## src/hdl/acqsts_regs.vh

```
// register map, field codes and timing constants of the acquisition status
// block; definitions only, included by the two design files
`ifndef ACQSTS_REGS_VH
`define ACQSTS_REGS_VH

`define ACQSTS_ADDR_W 6
`define ACQSTS_CTRL 6'h00
`define ACQSTS_EXPOSURE 6'h04
`define ACQSTS_READOUT 6'h08
`define ACQSTS_RATE_PERIOD 6'h0C
`define ACQSTS_FRAME_COUNT 6'h10
`define ACQSTS_LINE_SEL 6'h14
`define ACQSTS_LINE_SRC 6'h18
`define ACQSTS_STATUS 6'h1C
`define ACQSTS_AOI 6'h20

// control register bits
`define ACQSTS_CTRL_LEGACY 0
`define ACQSTS_CTRL_HW_START 1
`define ACQSTS_CTRL_RATE_EN 2
`define ACQSTS_CTRL_RESET 32'h0000_0002

// line source codes
`define ACQSTS_SRC_OFF 2'h0
`define ACQSTS_SRC_EXPOSURE 2'h1
`define ACQSTS_SRC_TRIG_READY 2'h2
`define ACQSTS_SRC_START_WAIT 2'h3

// cycles at 20 MHz per microsecond; exposure and readout settings are in cycles
`define ACQSTS_CLK_MHZ 20
`define ACQSTS_EXP_DELAY 16'h0004
`define ACQSTS_EXP_RESET 32'h0000_07D0
`define ACQSTS_RD_RESET 32'h0000_0FA0
`define ACQSTS_ROW_CYCLES 32'h0000_0010
`define ACQSTS_AOI_RESET 32'h0000_0040
`define ACQSTS_FRAMES_RESET 32'h0000_0003
`define ACQSTS_CNT_ONE 32'h0000_0001

`endif

```

## src/hdl/acqsts_line_mux.v

```verilog
// one physical output line: source select register and registered driver
// assumes the select code arrives from the register file in the same clock
`timescale 1ns/10ps
`include "acqsts_regs.vh"

module acqsts_line_mux #(
  parameter [1:0] RESET_SRC = 2'h0
) (
  input wire clk, // camera clock
  input wire rst, // asynchronous reset, high
  input wire wr_en, // write strobe for this line's source
  input wire [1:0] wr_src, // source code to store
  input wire exp_sig, // exposure active
  input wire rdy_sig, // trigger ready
  input wire wait_sig, // acquisition start wait
  output reg [1:0] src, // stored source code
  output reg line_out // registered line level
);

  always @(posedge clk or posedge rst) begin
    if (rst) begin
      src <= RESET_SRC;
      line_out <= 1'b0;
    end else begin
      if (wr_en) begin
        src <= wr_src;
      end
      case (src)
        `ACQSTS_SRC_EXPOSURE: line_out <= exp_sig;
        `ACQSTS_SRC_TRIG_READY: line_out <= rdy_sig;
        `ACQSTS_SRC_START_WAIT: line_out <= wait_sig;
        default: line_out <= 1'b0;
      endcase
    end
  end

endmodule // acqsts_line_mux

```

## src/hdl/acqsts_top.v

```verilog
// acquisition status outputs: exposure timing, trigger ready, start wait,
// overtrigger event and four routable output lines behind AXI4-Lite.
// assumes trigger inputs already synchronous to MCLK, one write and one
// read at most outstanding on the bus.
`timescale 1ns/10ps
`include "acqsts_regs.vh"

// Notes on behaviour
// exposure active high during each exposure
// exposure active lags exposure by fixed delay
// line 1 carries exposure active after reset
// select line, then write its source
// start wait routable to lines 1 to 4
// ready follows frame or start trigger
// ready high when safe, low at start
// no exposure overlap, end after readout
// ready timing from exposure, AOI, readout
// enabled rate limit sets ready rate
// limit above maximum gives maximum rate
// line 2 carries trigger ready after reset
// source triggers right after ready rises
// start wait high while awaiting start
// start wait low when start accepted
// early start discarded, overtrigger pulse
// start wait only in standard mode
// start wait only with hardware start
// unsafe frame triggers are ignored
// after frame count, await start again
// edge-detect inputs, registered outputs
module acqsts_top (
  input wire MCLK, // camera clock, 20 MHz
  input wire RESET, // asynchronous reset, high
  input wire FRAME_TRIG, // frame start trigger level
  input wire EXTERNAL_ACQ_START_TRIGGER, // acquisition start trigger
  output reg EXPOSURE_ACTIVE_OUT, // delayed exposure level
  output reg TRIGGER_READY_OUT, // safe to trigger
  output reg ACQ_START_WAIT_OUT, // awaiting acquisition start
  output reg OVERTRIGGER, // one-cycle overtrigger event
  output wire [3:0] OUT_LINE, // physical output lines 1..4
  input wire [5:0] S_AXI_AWADDR, // write address
  input wire S_AXI_AWVALID, // write address valid
  output wire S_AXI_AWREADY, // write address ready
  input wire [31:0] S_AXI_WDATA, // write data
  input wire [3:0] S_AXI_WSTRB, // write strobes
  input wire S_AXI_WVALID, // write data valid
  output wire S_AXI_WREADY, // write data ready
  output reg [1:0] S_AXI_BRESP, // write response
  output reg S_AXI_BVALID, // write response valid
  input wire S_AXI_BREADY, // write response ready
  input wire [5:0] S_AXI_ARADDR, // read address
  input wire S_AXI_ARVALID, // read address valid
  output wire S_AXI_ARREADY, // read address ready
  output reg [31:0] S_AXI_RDATA, // read data
  output reg [1:0] S_AXI_RRESP, // read response
  output reg S_AXI_RVALID, // read data valid
  input wire S_AXI_RREADY // read data ready
);

  localparam [2:0] ST_WAIT_START = 3'b001;
  localparam [2:0] ST_WAIT_FRAME = 3'b010;
  localparam [2:0] ST_IDLE = 3'b100;

  reg [31:0] ctrl;
  reg [31:0] exposure_cycles;
  reg [31:0] readout_cycles;
  reg [31:0] rate_period;
  reg [31:0] frame_count;
  reg [31:0] aoi_rows;
  reg [1:0] line_sel;
  reg [2:0] state;
  reg [31:0] frames_done;
  reg frame_prev;
  reg start_prev;
  reg exposing;
  reg [31:0] exp_cnt;
  reg reading;
  reg [31:0] rd_cnt;
  reg [31:0] since_start;
  reg [15:0] exp_pipe;
  reg overtrig_seen;
  reg aw_held;
  reg w_held;
  reg [5:0] aw_addr;
  reg [31:0] w_data;

  wire legacy = ctrl[`ACQSTS_CTRL_LEGACY];
  wire hw_start = ctrl[`ACQSTS_CTRL_HW_START];
  wire rate_en = ctrl[`ACQSTS_CTRL_RATE_EN];
  wire frame_edge = FRAME_TRIG & ~frame_prev;
  wire start_edge = EXTERNAL_ACQ_START_TRIGGER & ~start_prev;
  wire [3:0] line_src_wr;
  wire [1:0] src0;
  wire [1:0] src1;
  wire [1:0] src2;
  wire [1:0] src3;

  ////////////////////////////////////////////////////////////////////////////
  // safe-to-trigger calculation
  // readout time grows with AOI height; cycles = rows * per-row + base
  wire [31:0] readout_total = readout_cycles + aoi_rows * `ACQSTS_ROW_CYCLES;
  // exposure may start only once exposure is over and the new one would
  // end no earlier than the running readout
  wire rd_left_ok = ~reading || (rd_cnt <= exposure_cycles);
  wire rate_ok = ~rate_en || (rate_period == 32'h0000_0000)
    || (since_start >= rate_period);
  wire safe = ~exposing & rd_left_ok & rate_ok;

  // which trigger the acquisition logic obeys depends on control mode
  wire trig_pending = legacy ? (state == ST_IDLE) : (state == ST_WAIT_FRAME);
  wire trig_edge = legacy ? start_edge : frame_edge;
  wire take = trig_pending & safe & trig_edge;

  ////////////////////////////////////////////////////////////////////////////
  // acquisition state machine
  always @(posedge MCLK or posedge RESET) begin
    if (RESET) begin
      state <= ST_WAIT_START;
      frames_done <= 32'h0000_0000;
      frame_prev <= 1'b0;
      start_prev <= 1'b0;
      overtrig_seen <= 1'b0;
    end else begin
      frame_prev <= FRAME_TRIG;
      start_prev <= EXTERNAL_ACQ_START_TRIGGER;
      overtrig_seen <= 1'b0;
      // legacy mode has no start wait and no frame count
      if (legacy) begin
        state <= ST_IDLE;
        frames_done <= 32'h0000_0000;
      end else begin
        case (state)
          ST_WAIT_START: begin
            // software-started acquisitions begin at once
            if (~hw_start || start_edge) begin
              state <= ST_WAIT_FRAME;
              frames_done <= 32'h0000_0000;
            end
          end
          ST_WAIT_FRAME: begin
            if (start_edge) begin
              overtrig_seen <= 1'b1;
            end
            if (take) begin
              if (frames_done + `ACQSTS_CNT_ONE >= frame_count) begin
                state <= ST_WAIT_START;
              end
              frames_done <= frames_done + `ACQSTS_CNT_ONE;
            end
          end
          default: state <= ST_WAIT_START;
        endcase
      end
    end
  end

  ////////////////////////////////////////////////////////////////////////////
  // exposure and readout timers
  always @(posedge MCLK or posedge RESET) begin
    if (RESET) begin
      exposing <= 1'b0;
      exp_cnt <= 32'h0000_0000;
      reading <= 1'b0;
      rd_cnt <= 32'h0000_0000;
      since_start <= 32'h0000_0000;
    end else begin
      // saturate so a long idle never wraps into a false rate hold
      if (since_start != 32'hFFFF_FFFF) begin
        since_start <= since_start + `ACQSTS_CNT_ONE;
      end
      if (take) begin
        exposing <= 1'b1;
        exp_cnt <= exposure_cycles;
        since_start <= 32'h0000_0000;
      end else if (exposing) begin
        if (exp_cnt <= `ACQSTS_CNT_ONE) begin
          exposing <= 1'b0;
          reading <= 1'b1;
          rd_cnt <= readout_total;
        end else begin
          exp_cnt <= exp_cnt - `ACQSTS_CNT_ONE;
        end
      end
      // a readout restarted this cycle must not also count down
      // the old one, or the old readout's clear or decrement would override the new one
      if (reading && !(exposing && exp_cnt <= `ACQSTS_CNT_ONE)) begin
        if (rd_cnt <= `ACQSTS_CNT_ONE) begin
          reading <= 1'b0;
        end else begin
          rd_cnt <= rd_cnt - `ACQSTS_CNT_ONE;
        end
      end
    end
  end

  ////////////////////////////////////////////////////////////////////////////
  // registered status outputs
  always @(posedge MCLK or posedge RESET) begin
    if (RESET) begin
      exp_pipe <= 16'h0000;
      EXPOSURE_ACTIVE_OUT <= 1'b0;
      TRIGGER_READY_OUT <= 1'b0;
      ACQ_START_WAIT_OUT <= 1'b0;
      OVERTRIGGER <= 1'b0;
    end else begin
      // fixed lag on both edges, as the output stage has in silicon
      exp_pipe <= {exp_pipe[14:0], exposing};
      EXPOSURE_ACTIVE_OUT <= |(exp_pipe & `ACQSTS_EXP_DELAY);
      TRIGGER_READY_OUT <= trig_pending & safe & ~take;
      ACQ_START_WAIT_OUT <= (state == ST_WAIT_START) & ~legacy
        & hw_start;
      OVERTRIGGER <= overtrig_seen;
    end
  end

  ////////////////////////////////////////////////////////////////////////////
  // output line routing
  genvar gi;
  generate
    for (gi = 0; gi < 4; gi = gi + 1) begin : g_line
      localparam [1:0] LINE_IDX = gi;
      assign line_src_wr[gi] = (line_sel == LINE_IDX);
    end
  endgenerate

  wire wr_fire = aw_held & w_held & ~S_AXI_BVALID;
  wire src_wr = wr_fire & (aw_addr == `ACQSTS_LINE_SRC);

  acqsts_line_mux #(.RESET_SRC(`ACQSTS_SRC_EXPOSURE)) u_line0 (
    .clk(MCLK), .rst(RESET), .wr_en(src_wr & line_src_wr[0]),
    .wr_src(w_data[1:0]), .exp_sig(EXPOSURE_ACTIVE_OUT),
    .rdy_sig(TRIGGER_READY_OUT), .wait_sig(ACQ_START_WAIT_OUT),
    .src(src0), .line_out(OUT_LINE[0]));
  acqsts_line_mux #(.RESET_SRC(`ACQSTS_SRC_TRIG_READY)) u_line1 (
    .clk(MCLK), .rst(RESET), .wr_en(src_wr & line_src_wr[1]),
    .wr_src(w_data[1:0]), .exp_sig(EXPOSURE_ACTIVE_OUT),
    .rdy_sig(TRIGGER_READY_OUT), .wait_sig(ACQ_START_WAIT_OUT),
    .src(src1), .line_out(OUT_LINE[1]));
  acqsts_line_mux #(.RESET_SRC(`ACQSTS_SRC_OFF)) u_line2 (
    .clk(MCLK), .rst(RESET), .wr_en(src_wr & line_src_wr[2]),
    .wr_src(w_data[1:0]), .exp_sig(EXPOSURE_ACTIVE_OUT),
    .rdy_sig(TRIGGER_READY_OUT), .wait_sig(ACQ_START_WAIT_OUT),
    .src(src2), .line_out(OUT_LINE[2]));
  acqsts_line_mux #(.RESET_SRC(`ACQSTS_SRC_OFF)) u_line3 (
    .clk(MCLK), .rst(RESET), .wr_en(src_wr & line_src_wr[3]),
    .wr_src(w_data[1:0]), .exp_sig(EXPOSURE_ACTIVE_OUT),
    .rdy_sig(TRIGGER_READY_OUT), .wait_sig(ACQ_START_WAIT_OUT),
    .src(src3), .line_out(OUT_LINE[3]));

  ////////////////////////////////////////////////////////////////////////////
  // AXI4-Lite slave: address and data latched independently
  assign S_AXI_AWREADY = ~aw_held;
  assign S_AXI_WREADY = ~w_held;
  assign S_AXI_ARREADY = ~S_AXI_RVALID;

  reg [1:0] sel_src;
  always @* begin
    case (line_sel)
      2'h0: sel_src = src0;
      2'h1: sel_src = src1;
      2'h2: sel_src = src2;
      default: sel_src = src3;
    endcase
  end

  // strobes are ignored: every field is written as a whole word
  always @(posedge MCLK or posedge RESET) begin
    if (RESET) begin
      aw_held <= 1'b0;
      w_held <= 1'b0;
      aw_addr <= 6'h00;
      w_data <= 32'h0000_0000;
      S_AXI_BVALID <= 1'b0;
      S_AXI_BRESP <= 2'b00;
      ctrl <= `ACQSTS_CTRL_RESET;
      exposure_cycles <= `ACQSTS_EXP_RESET;
      readout_cycles <= `ACQSTS_RD_RESET;
      rate_period <= 32'h0000_0000;
      frame_count <= `ACQSTS_FRAMES_RESET;
      aoi_rows <= `ACQSTS_AOI_RESET;
      line_sel <= 2'h0;
    end else begin
      if (S_AXI_AWVALID && !aw_held) begin
        aw_held <= 1'b1;
        aw_addr <= S_AXI_AWADDR;
      end
      if (S_AXI_WVALID && !w_held) begin
        w_held <= 1'b1;
        w_data <= S_AXI_WDATA;
      end
      if (S_AXI_BVALID && S_AXI_BREADY) begin
        S_AXI_BVALID <= 1'b0;
      end
      if (wr_fire) begin
        aw_held <= 1'b0;
        w_held <= 1'b0;
        S_AXI_BVALID <= 1'b1;
        S_AXI_BRESP <= 2'b00;
        case (aw_addr)
          `ACQSTS_CTRL: ctrl <= {29'h0, w_data[2:0]};
          `ACQSTS_EXPOSURE: exposure_cycles <= w_data;
          `ACQSTS_READOUT: readout_cycles <= w_data;
          `ACQSTS_RATE_PERIOD: rate_period <= w_data;
          `ACQSTS_FRAME_COUNT: frame_count <= w_data;
          `ACQSTS_AOI: aoi_rows <= w_data;
          `ACQSTS_LINE_SEL: line_sel <= w_data[1:0];
          `ACQSTS_LINE_SRC: ;
          default: S_AXI_BRESP <= 2'b10;
        endcase
      end
    end
  end

  // read address is decoded on the edge that takes it, so no
  // address register is needed on the read side
  always @(posedge MCLK or posedge RESET) begin
    if (RESET) begin
      S_AXI_RVALID <= 1'b0;
      S_AXI_RDATA <= 32'h0000_0000;
      S_AXI_RRESP <= 2'b00;
    end else if (S_AXI_ARVALID && !S_AXI_RVALID) begin
      S_AXI_RVALID <= 1'b1;
      S_AXI_RRESP <= 2'b00;
      case (S_AXI_ARADDR)
        `ACQSTS_CTRL: S_AXI_RDATA <= ctrl;
        `ACQSTS_EXPOSURE: S_AXI_RDATA <= exposure_cycles;
        `ACQSTS_READOUT: S_AXI_RDATA <= readout_cycles;
        `ACQSTS_RATE_PERIOD: S_AXI_RDATA <= rate_period;
        `ACQSTS_FRAME_COUNT: S_AXI_RDATA <= frame_count;
        `ACQSTS_AOI: S_AXI_RDATA <= aoi_rows;
        `ACQSTS_LINE_SEL: S_AXI_RDATA <= {30'h0, line_sel};
        `ACQSTS_LINE_SRC: S_AXI_RDATA <= {30'h0, sel_src};
        `ACQSTS_STATUS: S_AXI_RDATA <= {26'h0, state, reading, exposing,
          TRIGGER_READY_OUT};
        default: begin
          S_AXI_RDATA <= 32'h0000_0000;
          S_AXI_RRESP <= 2'b10;
        end
      endcase
    end else if (S_AXI_RREADY) begin
      S_AXI_RVALID <= 1'b0;
    end
  end

endmodule // acqsts_top

```

## config.mk

```make
export PLATFORM = sky130hd
export DESIGN_NAME = acqsts_top
export DESIGN_NICKNAME = d
export VERILOG_FILES = /design/src/hdl/acqsts_line_mux.v /design/src/hdl/acqsts_top.v
export VERILOG_INCLUDE_DIRS = /design/src /design/src/hdl
export SDC_FILE = /design/constraint.sdc
export NUM_CORES = 1
export LEC_CHECK = 0
export BUFFER_PORTS_ARGS = -buffer_cell sky130_fd_sc_hd__buf_4
export CORE_ASPECT_RATIO = 0.7
export CORE_MARGIN = 4
export CORE_UTILIZATION = 56
export DETAILED_ROUTE_END_ITERATION = 8
export PLACE_DENSITY = 0.77
export SLEW_MARGIN = 20
export SYNTH_ARGS = -nofsm -noshare
export SYNTH_HDL_FRONTEND = slang
export SYNTH_HIERARCHICAL = 1
export SYNTH_SLANG_ARGS = --single-unit
```

## constraint.sdc

```tcl
create_clock -name MCLK -period 12.36 [get_ports MCLK]
set_input_delay 2.472 -clock MCLK [delete_from_list [all_inputs] [get_ports MCLK]]
set_output_delay 2.472 -clock MCLK [all_outputs]
set_load 0.005 [all_outputs]
```

==> results_dict.tcl <==
set metrics [dict create \
    grt_pass1_wl_mm 96.8 \
    critPathLaunchType "flip-flop" \
    numCtsBuffers 41 \
    grt_util_all_layers_pct 28.4 \
    rows 60 \
    drv_slew 0 \
    htreeDepth 2 \
    clk_path_buf_depth 3 \
    die_h_um 173 \
    synth_area_mm2 0.0218 \
    fin_worst_skew_ps 17.3 \
    maxCapViolations 0 \
    ant_nets 0 \
    grt_start_max_net_pins 179 \
    postCtsHoldBufs 0 \
    post-route-period-util_pct 38.0 \
    synth_edf_count 0 \
    slew_headroom_pct 26.4 \
    ir_drop_v 0.000176 \
    fin_crit_ps 4700 \
    yosysWarnings 6 \
    clk_latency_ps 560 \
    port_buffers 99 \
    ios 106 \
    synthFlopType "dfrtp_1" \
    rsz0062_at_grt "no" \
    critPathMaxStageDelay_ps 490 \
    routed_wl_mm 61.3 \
    vias 17653 \
    worstPathArrival_ps 5120 \
    grt_overflow 0 \
    dp_hpwl_mm 43.7 \
    ys_seq_area_share_pct 45.5 \
    power_per_cell_area_mw_per_mm2 191 \
    ys_ff_latch 396 \
    area_growth_pct 12.2 \
    timing.setup.tns_ps 0 \
    setup_viol_count_final 0 \
    gp_congestion 0.927 \
    whs_ps 344 \
    core-area_mm2 0.0384 \
    tritoncts "built" \
    crit_path_end_kind "flip-flop" \
    grt_pass1_vias 17295 \
    cts_resized 0 \
    p_leak_uw 0.0114 \
    path_cells "ha_1 -> nand3_1 -> or2_2 -> nor3_4 -> nand3_1 -> or2_2 -> or2_2 -> xnor2_1 -> ha_1 -> nand4_1 -> nor4_1 -> a21boi_0 -> a211oi_1 -> o31a_1 -> or3_1" \
    p_total_uw 4680 \
    max_slew.worst_pin.slew_ps 1100 \
    fp.dieW_um 244 \
    hold_viol 0 \
    layout_commonest_cell "dfrtp_1" \
    synth-async-reset-ratio_pct 100 \
    fillerInstances 3148 \
    crit_path_max_fanout 6 \
    clk_pin_slew_ps 60 \
    antenna_found_initial 1 \
    drive_gt1_share_pct 17.1 \
    critical_path_class "flip-flop to flip-flop" \
    drc 0 \
    status "complete, no violations" \
    start_util_pct 56.8 \
    cts_root_buf "clkbuf_16" \
    cts_sinks 396 \
    hold_class "flip-flop to flip-flop" \
    crit_top_cell "or2_2" \
    die_area_mm2 0.0422 \
    final_cell_area_mm2 0.0245 \
    drt_iter0_markers 2083 \
    place_area_mm2 0.0231 \
    syn_inst 2157 \
    required_ps 12780 \
    nets 2419 \
    avgViaCountPerCell 6.33 \
    wl_per_cell_um 22.0 \
    final_cell_mix "377 x dfrtp_1, 195 x nand2_1, 139 x mux2_2" \
    synth.distinct_cells 82 \
    cp_slowest_cell "nor4_1" \
    post_cts_buffers 0 \
    timing.fmax_mhz 213 \
    drt_pass1_iterations 8 \
    syn_area_per_cell_um2 10.1 \
]
## state kept, by name (all words and copies together) (netlist names), 6 cells and up
signal / cells
rate_period: 32
frames_done: 32
exp_cnt: 32
S_AXI_RDATA: 32
frame_count: 32
rd_cnt: 32
aoi_rows: 32
w_data: 32
since_start: 32
aw_addr: 6
exposure_cycles: 32
readout_cycles: 32
## report_power, final
group | internal, uW | total, uW | switching [uW]
logic | 579 | 1310 | 736
clock network | 704 | 1220 | 521
registers | 1630 | 2140 | 504
total | 2910 | 4680 | 1760
## cell families (layout without fill, tap and decap cells)
logic type | after synthesis | count (layout) | synth area share (%)
other cells | 1 | 3 | 0.0172
buf+inv | 225 | 329 | 3.95
mux | 172 | 172 | 8.85
flops | 396 | 396 | 45.5
simple gates | 627 | 627 | 14.4
xor+xnor | 113 | 113 | 4.54
fa+ha+maj | 130 | 130 | 7.49
compound gates | 493 | 493 | 15.3
## cells in the mapped netlist, types with 28 or more instances
cell type,number,area [um2]
dfrtp_1,377,9430
nand2_1,195,732
nand4_1,38,238
a21o_1,28,210
xnor2_1,66,578
nor2_1,127,477
inv_1,132,495
o21ai_0,133,666
xor2_1,47,412
nand3_1,57,285
mux2_2,139,1570
ha_1,129,1610
a21oi_1,95,475
clkbuf_1,73,274
nor3_1,42,210
a22o_1,33,289
a222oi_1,34,340
## path summary, 6_finish.rpt
kind,startpoint,endpoint,slack [ps],depth (start not counted)
max in group asynchronous,RESET,exposure_cycles[10],8460,5
worst max-delay path,frames_done[0],state[1],7660,15
worst min-delay path,exp_pipe[0],exp_pipe[1],340,0
worst min register to register,exp_pipe[0],exp_pipe[1],340,0
worst max register to register,frames_done[0],state[1],7660,15
min in group asynchronous,RESET,u_line2/line_out,1840,2
## metal layers
metal	routed length, um	GRT usage (%)	up-vias
met5	0	0	-
met1	26600	42.6	8792
met4	1140	5.76	0
li1	-	-	8005
met2	26400	42.0	769
met3	7090	7.52	87
## worst max-delay path, delay by kind of cell (launching register included)
family,cells,cell delay (ps)
AO/OA/AOI/OAI,3,590
XOR/XNOR,1,150
adder cells (fa/ha/maj),2,540
flip-flops,1,430
AND/OR/NAND/NOR,9,2860
## cell type report
class                           instances  area [um2]  area share [%]
Tap cell                              527         659            2.69
Multi-Input combinational cell       1537       11100            45.3
Inverter                              132         499            2.04
Antenna cell                            1        2.50          0.0102
Clock inverter                         11         113           0.460
Sequential cell                       396        9930            40.6
Timing Repair Buffer                  124        1010            4.12
Clock buffer                           62        1180            4.84
## through the flow
| step | std cells | util [%] | setup WS, ps |
|---|---|---|---|
| 6_report | 2790 | 63.7 | 7660 |
| 5_1_grt | 2790 | 63.7 | 7390 |
| 4_1_cts | 2785 | 63.4 | 7660 |
| 3_5_place_dp | 2712 | 60.1 | 7090 |
| 3_3_place_gp | 2712 | 60.1 | 7100 |
| 2_1_floorplan | 2158 | - | 4740 |
No activity file was read; power rests on OpenSTA's default activity.
